[config.mk]
export PLATFORM = sky130hd
export DESIGN_NAME = mst_dispatch
export DESIGN_NICKNAME = d
export VERILOG_FILES = /design/src/mst_pkg.sv /design/src/mst_dispatch.sv
export VERILOG_INCLUDE_DIRS = /design/src
export SDC_FILE = /design/constraint.sdc
export NUM_CORES = 1
export LEC_CHECK = 0
export ABC_AREA = 1
export BUFFER_PORTS_ARGS = -buffer_cell sky130_fd_sc_hd__buf_2
export CAP_MARGIN = 20
export CELL_PAD_IN_SITES_DETAIL_PLACEMENT = 1
export CELL_PAD_IN_SITES_GLOBAL_PLACEMENT = 1
export CORE_MARGIN = 2
export CORE_UTILIZATION = 42
export DETAILED_ROUTE_END_ITERATION = 8
export GPL_TIMING_DRIVEN = 0
export PLACE_DENSITY = 0.93
export SLEW_MARGIN = 20
export SYNTH_ARGS = -nofsm -noshare
export SYNTH_HDL_FRONTEND = slang
export SYNTH_SLANG_ARGS = --single-unit
[constraint.sdc]
create_clock -name i_mclk -period 2.1 [get_ports i_mclk]
set_clock_uncertainty 0.05 [all_clocks]
set_input_delay 0.525 -clock i_mclk [delete_from_list [all_inputs] [get_ports i_mclk]]
set_output_delay 0.525 -clock i_mclk [all_outputs]
set_load 0.1 [all_outputs]
[src/mst_params.svh]
// constants for the memory self-test controller and dispatch unit
`ifndef MST_PARAMS_SVH
`define MST_PARAMS_SVH
`define MST_NCORE 4
`define MST_ADDR_W 12
`define MST_DATA_W 32
`define MST_CIR_W 18
`define MST_DIR_W 38
`define MST_TX_W 12
`define MST_RX_W 6
`define MST_RES_W 6
`define MST_READ_LAT 1
`define MST_DRAIN_CYC 3'h3
// controller-to-dispatch bus bit positions
`define MST_TX_STALL 11
`define MST_TX_PRESET 10
`define MST_TX_LOGSH 9
`define MST_TX_DIR 7
`define MST_TX_READ 6
`define MST_TX_WRITE 5
`define MST_TX_CKBD 4
`define MST_TX_DATA 3
`define MST_TX_STEP 1
`define MST_TX_SHIFT 0
// dispatch-to-controller bus bit positions
`define MST_RX_EXPIRED 4
`define MST_RX_CHAIN 5
// result bus bit positions
`define MST_RES_FAIL 1
`define MST_RES_FINISH 0
// controller instruction fields
`define MST_CIR_FULL 0
`define MST_CIR_INV 1
`define MST_CIR_CKBD 2
`define MST_CIR_DOWN 3
// dispatch instruction fields
`define MST_DIR_LAST_LSB 0
`define MST_DIR_SEED_LSB 12
`define MST_SEED_W 26
`define MST_CKBD_MASK 32'h55555555
// register map and control register pause bit
`define MST_OFS_CTRL 12'h000
`define MST_OFS_STATUS 12'h004
`define MST_OFS_FAILCNT 12'h008
`define MST_CTRL_PAUSE 0
`endif

[src/mst_pkg.sv]
// types shared by the memory self-test controller and dispatch unit
`include "mst_params.svh"
package mst_pkg;
  typedef enum logic [2:0] {
    st_idle, st_shift, st_preset, st_run, st_stall, st_drain, st_done
  } mst_state_type;

  typedef struct packed {
    mst_state_type st;
    mst_state_type ret;
    logic [`MST_CIR_W-1:0] ir;
    logic [1:0] elem;
    logic [2:0] drain;
    logic dshift_seen;
    logic finish;
    logic fail;
    logic [15:0] fail_cnt;
    logic pause;
    logic sel;
    logic [31:0] prdata;
    logic pslverr;
    logic [`MST_RES_W-1:0] result;
  } mst_ctrl_state_type;

  typedef struct packed {
    logic [`MST_DIR_W-1:0] ir;
    logic [`MST_ADDR_W-1:0] ac;
    logic [`MST_ADDR_W-1:0] addr;
    logic [`MST_DATA_W-1:0] wdata;
    logic we;
    logic re;
    logic [`MST_READ_LAT:0] pv;
    logic [`MST_READ_LAT:0][`MST_DATA_W-1:0] pexp;
    logic [`MST_READ_LAT:0][`MST_ADDR_W-1:0] paddr;
    logic [`MST_NCORE-1:0][`MST_ADDR_W-1:0] flog;
  } mst_disp_state_type;
endpackage

[src/mst_dispatch.sv]
// dispatch unit: ram access, address generation, scrambling and compare
`timescale 1ns/1ps
`include "mst_params.svh"
module mst_dispatch (
  input wire logic i_mclk, // system clock
  input wire logic i_nrst, // async reset, active low
  input wire logic [`MST_TX_W-1:0] i_tx, // controller-to-dispatch bus
  output logic [`MST_RX_W-1:0] o_rx, // dispatch-to-controller bus
  input wire logic [`MST_NCORE-1:0] i_core_present, // cores under test
  output logic [`MST_ADDR_W-1:0] o_ram_addr, // physical ram address
  output logic [`MST_DATA_W-1:0] o_ram_wdata, // ram write data
  output logic o_we, // ram write enable
  output logic o_re, // ram read enable
  input wire logic [`MST_NCORE-1:0][`MST_DATA_W-1:0] i_ram_rdata // read data per core
);
  import mst_pkg::*;

  mst_disp_state_type s;
  mst_disp_state_type n;
  logic [`MST_NCORE-1:0] fail;
  logic [`MST_ADDR_W-1:0] last;
  logic [`MST_ADDR_W-1:0] end_addr;
  logic [`MST_SEED_W-1:0] seed;

  // logical to physical map; replace per ram layout so neighbours follow in turn
  function automatic logic [`MST_ADDR_W-1:0] scramble(input logic [`MST_ADDR_W-1:0] a);
    scramble = {a[`MST_ADDR_W-1:1], a[1] ^ a[0]};
  endfunction

  // expected data for a logical address under current bus controls
  function automatic logic [`MST_DATA_W-1:0] pattern(input logic [`MST_ADDR_W-1:0] a,
                                                     input logic inv, input logic ckbd);
    pattern = {seed[5:0], seed};
    if (inv)
      pattern = ~pattern;
    if (ckbd && a[0])
      pattern = pattern ^ `MST_CKBD_MASK;
  endfunction

  assign last = s.ir[`MST_DIR_LAST_LSB +: `MST_ADDR_W];
  assign seed = s.ir[`MST_DIR_SEED_LSB +: `MST_SEED_W];
  assign end_addr = i_tx[`MST_TX_DIR] ? '0 : last;

  // compare at the stage aligned with the core read latency
  genvar c;
  generate
    for (c = 0; c < `MST_NCORE; c++) begin : g_cmp
      assign fail[c] = s.pv[`MST_READ_LAT] && i_core_present[c] &&
                       (i_ram_rdata[c] != s.pexp[`MST_READ_LAT]);
      // log bit shifted out in place of the fail pulse
      assign o_rx[c] = i_tx[`MST_TX_LOGSH] ? s.flog[c][`MST_ADDR_W-1] : fail[c];
    end
  endgenerate

  assign o_rx[`MST_RX_EXPIRED] = (s.ac == end_addr);
  assign o_rx[`MST_RX_CHAIN] = s.ir[`MST_DIR_W-1];

  // next state
  always_comb begin
    n = s;
    if (i_tx[`MST_TX_SHIFT])
      n.ir = {s.ir[`MST_DIR_W-2:0], i_tx[`MST_TX_DATA]};
    if (i_tx[`MST_TX_PRESET])
      n.ac = i_tx[`MST_TX_DIR] ? last : '0;
    n.we = 1'b0;
    n.re = 1'b0;
    n.pv[0] = 1'b0;
    n.pexp[0] = pattern(s.ac, i_tx[`MST_TX_DATA], i_tx[`MST_TX_CKBD]);
    n.paddr[0] = s.ac;
    // stall freezes issue and stepping, the compare pipe still drains
    if (!i_tx[`MST_TX_STALL] && !i_tx[`MST_TX_SHIFT]) begin
      if (i_tx[`MST_TX_WRITE] || i_tx[`MST_TX_READ]) begin
        n.addr = scramble(s.ac);
        n.wdata = n.pexp[0];
        n.we = i_tx[`MST_TX_WRITE];
        n.re = i_tx[`MST_TX_READ] && !i_tx[`MST_TX_WRITE];
        n.pv[0] = n.re;
      end
      if (i_tx[`MST_TX_STEP])
        n.ac = i_tx[`MST_TX_DIR] ? s.ac - 1'b1 : s.ac + 1'b1;
    end
    for (int k = 1; k <= `MST_READ_LAT; k++) begin
      n.pv[k] = s.pv[k-1];
      n.pexp[k] = s.pexp[k-1];
      n.paddr[k] = s.paddr[k-1];
    end
    // failing address capture, or serial log shift-out
    for (int j = 0; j < `MST_NCORE; j++) begin
      if (i_tx[`MST_TX_LOGSH])
        n.flog[j] = {s.flog[j][`MST_ADDR_W-2:0], 1'b0};
      else if (fail[j])
        n.flog[j] = s.paddr[`MST_READ_LAT];
    end
  end

  always_ff @(posedge i_mclk or negedge i_nrst) begin
    if (!i_nrst)
      s <= '0;
    else
      s <= n;
  end

  assign o_ram_addr = s.addr;
  assign o_ram_wdata = s.wdata;
  assign o_we = s.we;
  assign o_re = s.re;
endmodule

After elaboration in Yosys (flattened, before gate mapping)

Cells that the tools add are included.

Bits of input ports: 146
Memory bits (read-only): 0
Bits in latches: 0
Memories kept: 0
Output and inout bits: 52
Word-level logic and storage cells: 68
RAM bits: 0
Register bits: 234

Equal/unequal tests: 5
$mul: 0
Bitwise logic cells: 3
Reductions and logical operators: 20
Muxes and demuxes: 23
Div/mod/pow operators: 0
$lt $le $gt $ge: 0
Shift-type cells: 0
Add/sub/neg operators: 2

Operators with widths:

| operator              | count |
|---|---|
| $mux 12               | 13 |
| $ne 32x32->1          | 4 |
| $mux 58               | 1 |
| $mux 46               | 1 |
| $mux 32               | 1 |
| $not 32->32           | 1 |
| $mux 31               | 1 |
| $not 16->16           | 1 |
| $add 12x1->12 const B | 1 |
| $eq 12x12->1          | 1 |
| $sub 12x1->12 const B | 1 |
| $logic_and 1x1->1     | 11 |
| $reduce_bool 2->1     | 4 |
| $mux 1                | 6 |
| $logic_not 1->1       | 3 |
| $reduce_and 2->1      | 1 |
| $logic_or 1x1->1      | 1 |
| $xor 1x1->1           | 1 |

Depth between registers and ports, before layout

Gate-level depths: netlist of run 1.

Word-level depth: 6
Depth in mapped cells: 14
Depth with buffers taken out: 12

Worst setup path after synthesis of run 1

OpenSTA, ideal clock, no wires.

Path type: input to output
Start point: input port i_ram_rdata[20] (netlist bit)
End point: output port o_rx[0]
Path slack: -1,557 ps
Buffers on the path: 0
Arrival: 3,082 ps
Stages: 10
Data required time: 1,525 ps
Cells stage by stage: inv_1 -> nand2_1 -> nand2_1 -> nand2_1 -> nor2_1 -> nand2_1 -> nor2_2 -> nand2_2 -> nand2_4 -> o21ai_0

Cells in the longest elaborated chain, start to end: 3

RTL lines:

| what               | line               | source |
|---|---|---|
| start: declaration | mst_dispatch.sv:14 | `` input wire logic [`MST_NCORE-1:0][`MST_DATA_W-1:0] i_ram_rdata `` |
| $ne 32x32->1       | mst_dispatch.sv:49 | `` (i_ram_rdata[c] != s.pexp[`MST_READ_LAT]); `` |
| $logic_and 1x1->1  | mst_dispatch.sv:48 | `` assign fail[c] = s.pv[`MST_READ_LAT] && i_core_present[c] && `` |
| $mux 1             | mst_dispatch.sv:51 | `` assign o_rx[c] = i_tx[`MST_TX_LOGSH] ? s.flog[c][`MST_ADDR_W-1] : fail[c]; `` |
| end: declaration   | mst_dispatch.sv:8  | `` output logic [`MST_RX_W-1:0] o_rx, `` |

No other way between the ends.

Final worst setup path of run 1

Start point: register s[122] (netlist bit)
End point: output port o_rx[2]

Cells in the longest elaborated chain, start to end: 3

RTL lines:

| what                     | line                | source |
|---|---|---|
| start: declaration       | mst_dispatch.sv:18  | `mst_disp_state_type s;` |
| start signal: assignment | mst_dispatch.sv:100 | `s <= n;` |
| $ne 32x32->1             | mst_dispatch.sv:49  |  |
| $logic_and 1x1->1        | mst_dispatch.sv:48  |  |
| $mux 1                   | mst_dispatch.sv:51  |  |

No other way between the ends.

==> flow_summary.toml, run 1 <==
[finish]
multi_input_area_mm2 = 0.00513
fillers = 3201
syn2layout_area_growth_pct = 24.3
drive_above_1_share_pct = 26.4
final_design_area_no_fill_mm2 = 0.0140
regArea_mm2 = 0.00539
instances_no_fill = 1963
nets = 1764

[die]
rows = 60
core_area_mm2 = 0.0267
die_h_um = 168
ios = 198
dieArea_mm2 = 0.0282
fp.dieW_um = 168
start_util_pct = 42.4

[clock_tree]
cts.path.max_buffers = 3
cts_sinks = 215
clock_latency_ns = 0.50
clk_pin_slew_ns = 0.07
h-tree-depth = 1
cts_made_buffers = 21
root_buffer = "clkbuf_16"
cts_tree = "done"

[synth]
synth_edf_count = 0
ys_top_cells_by_count = "532 x nand2_1, 215 x dfrtp_1, 108 x xnor2_1"
synth_top_area_share_pct = 47.7
avgSynthCellArea_um2 = 8.16
syn_nets = 1540
synth_most_common_cell = "nand2_1"
synth_warnings = 0
synthFlopType = "dfrtp_1"
syn_inst = 1383
synthArstFlopShare_pct = 100
yosysTopAreaCell = "dfrtp_1"
synth_seq_area_share_pct = 47.7
netlist_area_mm2 = 0.0113
ys_ff_latch = 215
netlist_top_cells_area = "dfrtp_1 48%, nand2_1 18%, xnor2_1 8.4%"
ys_types = 35

[worst_setup_path]
cpLargestDelayFamily = "simple AND/OR/NAND/NOR gates"
cp-end-kind = "output pin"
worstPathCellList = "inv_2, nand2_1, nand2_1, nand2_2, nor2_4, nand2_2, nor2_4, nand2_4, nand2_4, o21ai_4, buf_12"
startpoint_type = "flip-flop"
slowest_stage = "dfrtp_2"
arrival_ns = 2.13
critical_path_required_ns = 1.52
max_stage_delay_ns = 0.45
worstSetupPathType = "flip-flop to output pin"
crit_fanout = 5
worst-path-buf-inv = 2

[routing]
via_per_inst = 5.17
wl_per_cell_um = 20.0
vias = 10100
ant_nets = 0
drtPass1Iterations = 6
totalWireLength_um = 39300
drc = 0
drt-initial-drc-count = 613

[placement]
port_buffers = 193
dp_slack_ns = -0.788
dp_hpwl_um = 27200
place_inst = 1919
place_congestion = 0.854
placed_area_mm2 = 0.0128

[global_routing]
grt_max_degree = 83
grt_pass1_wl_um = 58900
grt_antenna_before_repair = 3
grt_pass1_vias = 11100
grt.total_usage_pct = 26.5
gr-total-overflow = 0

[sta]
hold_viol_final = 0
maxSlewViolCount = 0
rsz0062_at_grt = "true"
relSlewSlack_pct = 55.3
setup_ws_ns = -0.605
period_share_pct = 129
worst_pin_slew_ns = 0.666
setup_tns_ns = -2.92
setup_viol = 8
timing.fmax_mhz = 370
min_period_ns = 2.70

[worst_hold_path]
hold_path_class = "primary input to flip-flop"

[pwr]
vdd_drop_max_mv = 0.510
p_leak_uw = 0.00736
power_uw = 15000
pwr_density_cell_mw_per_mm2 = 1070

[outcome]
status = "complete, but fails checks"
failed_checks = "setup timing"

[flow_run]
cap_violations = 0
## stage by stage
step / util [%] / hold slack [ns]
CTS: 51.9 / 0.219
finish: 52.7 / 0.229
global placement: 47.9 / 0.283
detailed placement: 48.1 / 0.286
global route: 52.7 / 0.225
floorplan: - / 0.179
## worst min-delay path: cells and delay by family
family	cells	cell delay [ns]
AND/OR/NAND/NOR	2	0.11
buffers and inverters	1	0.11
## routing by layer
metal  vias to the layer above  part of all wire (%)  track usage (%)  routed length (um)
li1                       4626                     -                -                   -
met1                      5023                    38             31.4               15000
met2                       376                    52             47.5               20300
met3                       120                   5.5             3.93                2160
met4                         0                   4.5             12.4                1780
met5                         -                     0                0                   0
## layout make-up
type / instances / share of cell area [%]
clock inverter: 6 / 0.776
clock buffer: 30 / 4.20
antenna: 2 / 0.0357
inverter: 106 / 2.99
multi-input combinational: 950 / 36.6
sequential: 215 / 38.4
timing repair buffer: 209 / 8.67
buffer: 104 / 5.28
tap: 341 / 3.04
## report_power, final
part	total (uW)	internal, uW	switching (uW)
logic	5490	1730	3760
registers	5530	4900	628
clock network	3960	2320	1630
total	15000	8960	6020
## registers in the layout (all words and copies together), names as in the netlist
signal and flops:
s 112, n 51, o_ram_wdata 26, last 12
o_ram_addr 12, o_rx 1, o_we 1
## kinds of logic (layout without fill, tap and decap cells)
| group | after synthesis | after routing | share of synthesized area [%] |
|---|---|---|---|
| and+or+nand+nor | 689 | 689 | 24.6 |
| buffers and inverters | 218 | 455 | 10.2 |
| DFF | 215 | 215 | 47.7 |
| xor gates and xnor gates | 143 | 143 | 11.1 |
| AOI/OAI and AO/OA | 107 | 107 | 5.21 |
| adders and majority gates | 11 | 11 | 1.29 |
| other | 0 | 2 | 0 |
## cells in the final DEF, fill, tap and decap left out, drive strengths merged, types with 10 or more instances in the layout
cell type	synthesis	final
xnor2	108	108
inv	102	104
a21oi	33	33
nand3	61	61
nor2	68	68
buf	89	289
ha	10	10
dfrtp	215	215
nand2	548	548
o21ai	53	53
clkbuf	23	53
xor2	35	35
## timing repair
item | 4_1_cts | 5_1_grt
endpoints found under the setup margin | 25 | 24
cloned | 0 | 0
pin swaps | 39 | 36
setup buffers | 8 | 7
hold buffers | 1 | 0
gates resized for setup | 79 | 41
endpoints found under the hold margin | 58 | 0
## worst paths after layout
kind / start / depth (start not counted) / slack [ns] / to
max in group asynchronous: i_nrst / 4 / 0.35 / s[45]
min reg2reg: n[126] / 0 / 0.29 / s[126]
max: s[122] / 11 / -0.60 / o_rx[2]
min in group asynchronous: i_nrst / 2 / 0.49 / o_ram_wdata[19]
max reg2reg: s[123] / 15 / -0.02 / s[40]
min: i_tx[6] / 3 / 0.23 / n[137]
(Power assumes the default switching activity.)
==> run 2, diff against run 1 <==
- CTS_CLUSTER_SIZE: unset -> 16
- PLACE_DENSITY: 0.93 -> 0.9
==> run 2 against run 1 <==
Net effect: register-to-register slack got worse by 0.03 ns; die area did not move; routed wire length is 5.8% higher; flip-flop and latch count did not move; critical path type unchanged; maximum frequency fell by 0.73%; power rose by 5.1%; clock power is 13% higher; non-clock buffer count is 15 higher; utilization increased by 1.4 points; hold slack better by 0.015 ns; the flow still finishes with violations (setup timing); global-route usage rose by 0.29 points; first-iteration DRC count is 32% higher; largest cell class unchanged.
==> flow_summary.toml, run 2 (synthesis gave the netlist of run 1 again) <==
[outcome]
status = "complete, but fails checks"
failed_checks = "setup timing"

[global_routing]
grt_pass1_wl_um = 60000
grt_max_degree = 91
grt.total_usage_pct = 26.8
grt_antenna_before_repair = 3
grt_pass1_vias = 11300
gr-total-overflow = 0

[die]
die_h_um = 168
ios = 198
dieArea_mm2 = 0.0282
fp.dieW_um = 168
start_util_pct = 42.4
rows = 60
core_area_mm2 = 0.0267

[finish]
layout_common_cells = "524 x nand2_1, 204 x dfrtp_1, 196 x buf_2"
largest-register = "s"
final_common_cell = "nand2_1"
instances_no_fill = 1982
fillers = 3196
nets = 1781
multi_input_area_mm2 = 0.00526
regArea_mm2 = 0.00539
postLayoutCoreUtil_pct = 54.1
syn2layout_area_growth_pct = 27.7
drive_above_1_share_pct = 28.3
largest_reg_flops = 112

[placement]
place_congestion = 0.908
dp_hpwl_um = 26200
port_buffers = 193
place_inst = 1919

[clock_tree]
clock_latency_ns = 0.53
cts_sinks = 215
clk_pin_slew_ns = 0.06
h-tree-depth = 1
cts_made_buffers = 23
cts_tree = "done"
root_buffer = "clkbuf_16"
cts.path.max_buffers = 3

[routing]
totalWireLength_um = 41500
drtPass1Iterations = 5
via_per_inst = 5.29
wl_per_cell_um = 21.0
vias = 10500
drc = 0
ant_nets = 0
drt-initial-drc-count = 807

[worst_hold_path]
hold_end = "n[137]"
hold-path-cell-count = 3
hold_start = "i_tx[6]"
hold_path_class = "primary input to flip-flop"

[worst_setup_path]
r2r_slack_ns = -0.05
crit_fanout = 4
worstSetupPathType = "flip-flop to output pin"
critical_path_required_ns = 1.52
cp-end-kind = "output pin"
rr_worst_depth = 10
r2r_start = "n[48]"
startpoint_type = "flip-flop"
arrival_ns = 2.15
reg2reg_to = "n[54]"

[pwr]
pwr_density_cell_mw_per_mm2 = 1090
p_leak_uw = 0.00755
vdd_drop_max_mv = 0.646

[sta]
maxSlewViolCount = 0
setup_viol = 9
worst_pin_slew_ns = 0.745
min_period_ns = 2.72
hold_ws_ns = 0.244
rsz0062_at_grt = "true"
setup_ws_ns = -0.625
period_share_pct = 130
timing.fmax_mhz = 367
relSlewSlack_pct = 50.0
setup_tns_ns = -3.00
hold_viol_final = 0

[flow_run]
cap_violations = 0
==> run 2: per-layer routing <==
metal | GRT usage, % | vias up | wire length [um]
li1 | - | 4675 | -
met1 | 32.6 | 5231 | 16600
met2 | 49.0 | 459 | 21000
met3 | 3.55 | 128 | 2160
met4 | 9.00 | 0 | 1720
met5 | 0 | - | 0
==> run 2: cell type report <==
class,count,share of cell area (%)
Buffer,103,5.16
Inverter,106,2.93
Timing Repair Buffer,225,9.43
Multi-Input combinational cell,950,36.5
Sequential cell,215,37.4
Clock inverter,8,1.04
Clock buffer,32,4.57
Tap cell,341,2.96
Antenna cell,2,0.0347
==> run 2: how the worst max path moves through the flow <==
stage	from	to	slack, ns	cells past startpoint
3_5_place_dp	i_tx[7]	o_rx[4]	-0.85	8
2_1_floorplan	i_tx[7]	o_rx[4]	-0.25	7
6_report	s[126]	o_rx[3]	-0.62	10
4_1_cts	s[112]	o_rx[1]	-0.56	9
3_3_place_gp	i_nrst	s[40]	-3.12	1
5_1_grt	s[123]	o_rx[3]	-0.71	11
==> run 2: metrics by stage <==
step	setup WS [ns]	area, um2	power, uW
2_1_floorplan	-0.246	11400	9280
3_3_place_gp	-3.12	12800	10300
3_5_place_dp	-0.853	12800	10600
4_1_cts	-0.558	14000	15200
5_1_grt	-0.708	14400	16300
6_report	-0.625	14400	15700
==> run 2: report_power, final <==
group          switching (uW)  internal (uW)  leakage (uW)
Clock                    1780           2690      0.000394
Sequential                668           4900       0.00266
Combinational            3850           1850       0.00450
Total                    6300           9440       0.00755
==> run 2: repair_timing <==
item                       CTS  global route
hold buffers                 1             0
gates cloned                 0             0
setup endpoints to repair   12            14
hold endpoints to repair    57             0
pin swaps                   46            34
buffers inserted            20            10
resized for setup           82            71
==> run 2: critical path, stage by stage, from the launching register on <==
cell and delay (ns):
dfrtp_1 0.39, buf_2 0.17, xnor2_1 0.16, nand2_1 0.07, nor2_1 0.14, nand2_1 0.13
nor2_4 0.16, nand2_4 0.08, nand2_4 0.09, o21ai_4 0.06, buf_12 0.17
==> run 3, diff against run 2 <==
- CORE_MARGIN: 2 -> unset
- CTS_CLUSTER_DIAMETER: unset -> 40
- RECOVER_POWER: unset -> 50
==> run 3 against run 2 <==
Net effect: the run ends with DRC, setup timing left; final cell count fell by 0.20%; utilization is 0.48 points higher; highest routed layer unchanged; non-clock buffer count down 8; design area shrank 0.80%; critical path type unchanged; via count decreased by 0.79%; critical path depth down 1; sequential share of layout area is 0.27 points higher; maximum frequency shrank 1.6%; sequential power hardly changed; first-iteration DRC count rose by 5.7%; flip-flop and latch count is the same; hold slack got worse by 0.049 ns.
==> flow_summary.toml, run 3 (synthesis gave the netlist of run 1 again) <==
[sta]
hold_viol_final = 0
period_share_pct = 132
worst_pin_slew_ns = 0.976
rsz0062_at_grt = "true"
setup_ws_ns = -0.669
maxSlewViolCount = 0
timing.fmax_mhz = 361
relSlewSlack_pct = 34.9
setup_viol = 25
min_period_ns = 2.77

[flow_run]
cap_violations = 0

[global_routing]
grt_pass1_wl_um = 62100
grt_antenna_before_repair = 3
grt_pass1_vias = 11100
grt_max_degree = 100
gr-total-overflow = 0
grt.total_usage_pct = 28.7

[placement]
port_buffers = 193
place_congestion = 0.877
dp_slack_ns = -0.738
dp_hpwl_um = 26200
placed_area_mm2 = 0.0128

[die]
rows = 59
die_h_um = 166
fp.dieW_um = 166
dieArea_mm2 = 0.0275
core_area_mm2 = 0.0262
start_util_pct = 43.1
ios = 198

[finish]
nets = 1777
largest_reg_flops = 112
syn2layout_area_growth_pct = 26.7
final_design_area_no_fill_mm2 = 0.0143
layout_common_cells = "517 x nand2_1, 208 x dfrtp_1, 194 x buf_2"
drive_above_1_share_pct = 26.9
largest-register = "s"
final_common_cell = "nand2_1"

[pwr]
switchingPower_uw = 6650
switching_share_pct = 41.2
power_frac_comb_pct = 34.1
vdd_drop_max_mv = 0.596
p_int_uw = 9510
pwr_density_cell_mw_per_mm2 = 1130
p_leak_uw = 0.00746
p_clk_share_pct = 31.6
seqPwrFrac_pct = 34.3

[worst_hold_path]
hold_end = "o_we"
hold_path_class = "primary input to flip-flop"
hold_start = "i_tx[5]"
hold-path-cell-count = 3

[clock_tree]
cts_made_buffers = 27
cts_tree = "done"
cts_sinks = 215
clk_pin_slew_ns = 0.07
clock_latency_ns = 0.56
root_buffer = "clkbuf_16"
h-tree-depth = 1
cts.path.max_buffers = 3

[worst_setup_path]
cp-end-kind = "output pin"
crit_fanout = 4
critical_path_required_ns = 1.52
startpoint_type = "flip-flop"
arrival_ns = 2.19
r2r_start = "n[48]"
rr_worst_depth = 11
worstSetupPathType = "flip-flop to output pin"
r2r_slack_ns = -0.30
reg2reg_to = "n[56]"

[routing]
ant_nets = 0
via_per_inst = 5.26
wl_per_cell_um = 20.6
drt-initial-drc-count = 853
drc = 19
vias = 10400
drtPass1Iterations = 7
totalWireLength_um = 40700

[outcome]
failed_checks = "DRC, setup timing"
status = "complete, but fails checks"
==> run 3: cell count changes in the layout (fill, tap and decap cells not counted), sizes merged <==
cell | previous run | this run
buf | 303 | 286
bufinv | 4 | 3
clkbuf | 56 | 61
clkinv | 5 | 13
clkinvlp | 2 | 0
inv | 103 | 112
==> run 3: how the worst max path moves through the flow <==
stage,to,slack (ns),start,cells past startpoint
2_1_floorplan,o_rx[4],-0.25,i_tx[7],7
3_3_place_gp,s[137],-3.14,i_nrst,1
3_5_place_dp,o_rx[4],-0.74,i_tx[7],9
4_1_cts,o_rx[0],-0.60,s[117],10
5_1_grt,o_rx[0],-0.75,s[121],10
6_report,o_rx[3],-0.67,s[127],9
==> run 3: stage by stage <==
step	power, uW	utilization [%]	hold WS, ns	setup TNS [ns]	std cells
after floorplan	9280	-	0.179	-0.246	1383
after global placement	10300	48.7	0.282	-682.52	1911
after detailed placement	10600	48.9	0.286	-16.30	1913
after CTS	15900	54.0	0.185	-2.87	1970
after global routing	16700	54.6	0.214	-7.85	1978
final	16200	54.6	0.196	-4.97	1978
==> run 3: critical path, stage by stage (launching register included) <==
cell and delay, ns:
dfrtp_2 0.50, xnor2_2 0.19, nand2_1 0.11, nor2_2 0.17, nand2_2 0.08, nor2_4 0.15, nand2_2 0.10, nand2_4 0.09
o21ai_4 0.07, buf_12 0.17
==> run 3: per-layer routing <==
metal,track usage (%),share of wire [%]
met1,34.1,38
met2,51.6,51
met3,3.79,5.5
met4,13.2,5.1
met5,0,0
==> run 3: repair_timing <==
action,in CTS,in global routing
gates resized for setup,73,48
endpoints found under the hold margin,34,0
pin swaps,24,27
hold buffers,1,0
endpoints found under the setup margin,32,32
setup buffers,13,6
==> run 3: power by group through the flow <==
stage	clock network, uW	registers (uW)	logic (uW)
2_1_floorplan	0	5270	4010
3_3_place_gp	0	5380	4950
3_5_place_dp	0	5440	5140
4_1_cts	5070	5490	5310
5_1_grt	5290	5600	5860
6_report	5100	5540	5510
==> run 3: layout make-up <==
| type | instances | area [um2] |
|---|---|---|
| antenna | 2 | 5.00 |
| buffer | 105 | 732 |
| clock buffer | 28 | 679 |
| clock inverter | 22 | 312 |
| fill | 3159 | 11900 |
| inverter | 106 | 417 |
| multi-input combinational | 950 | 5110 |
| sequential | 215 | 5390 |
| tap | 335 | 419 |
| timing repair buffer | 215 | 1240 |
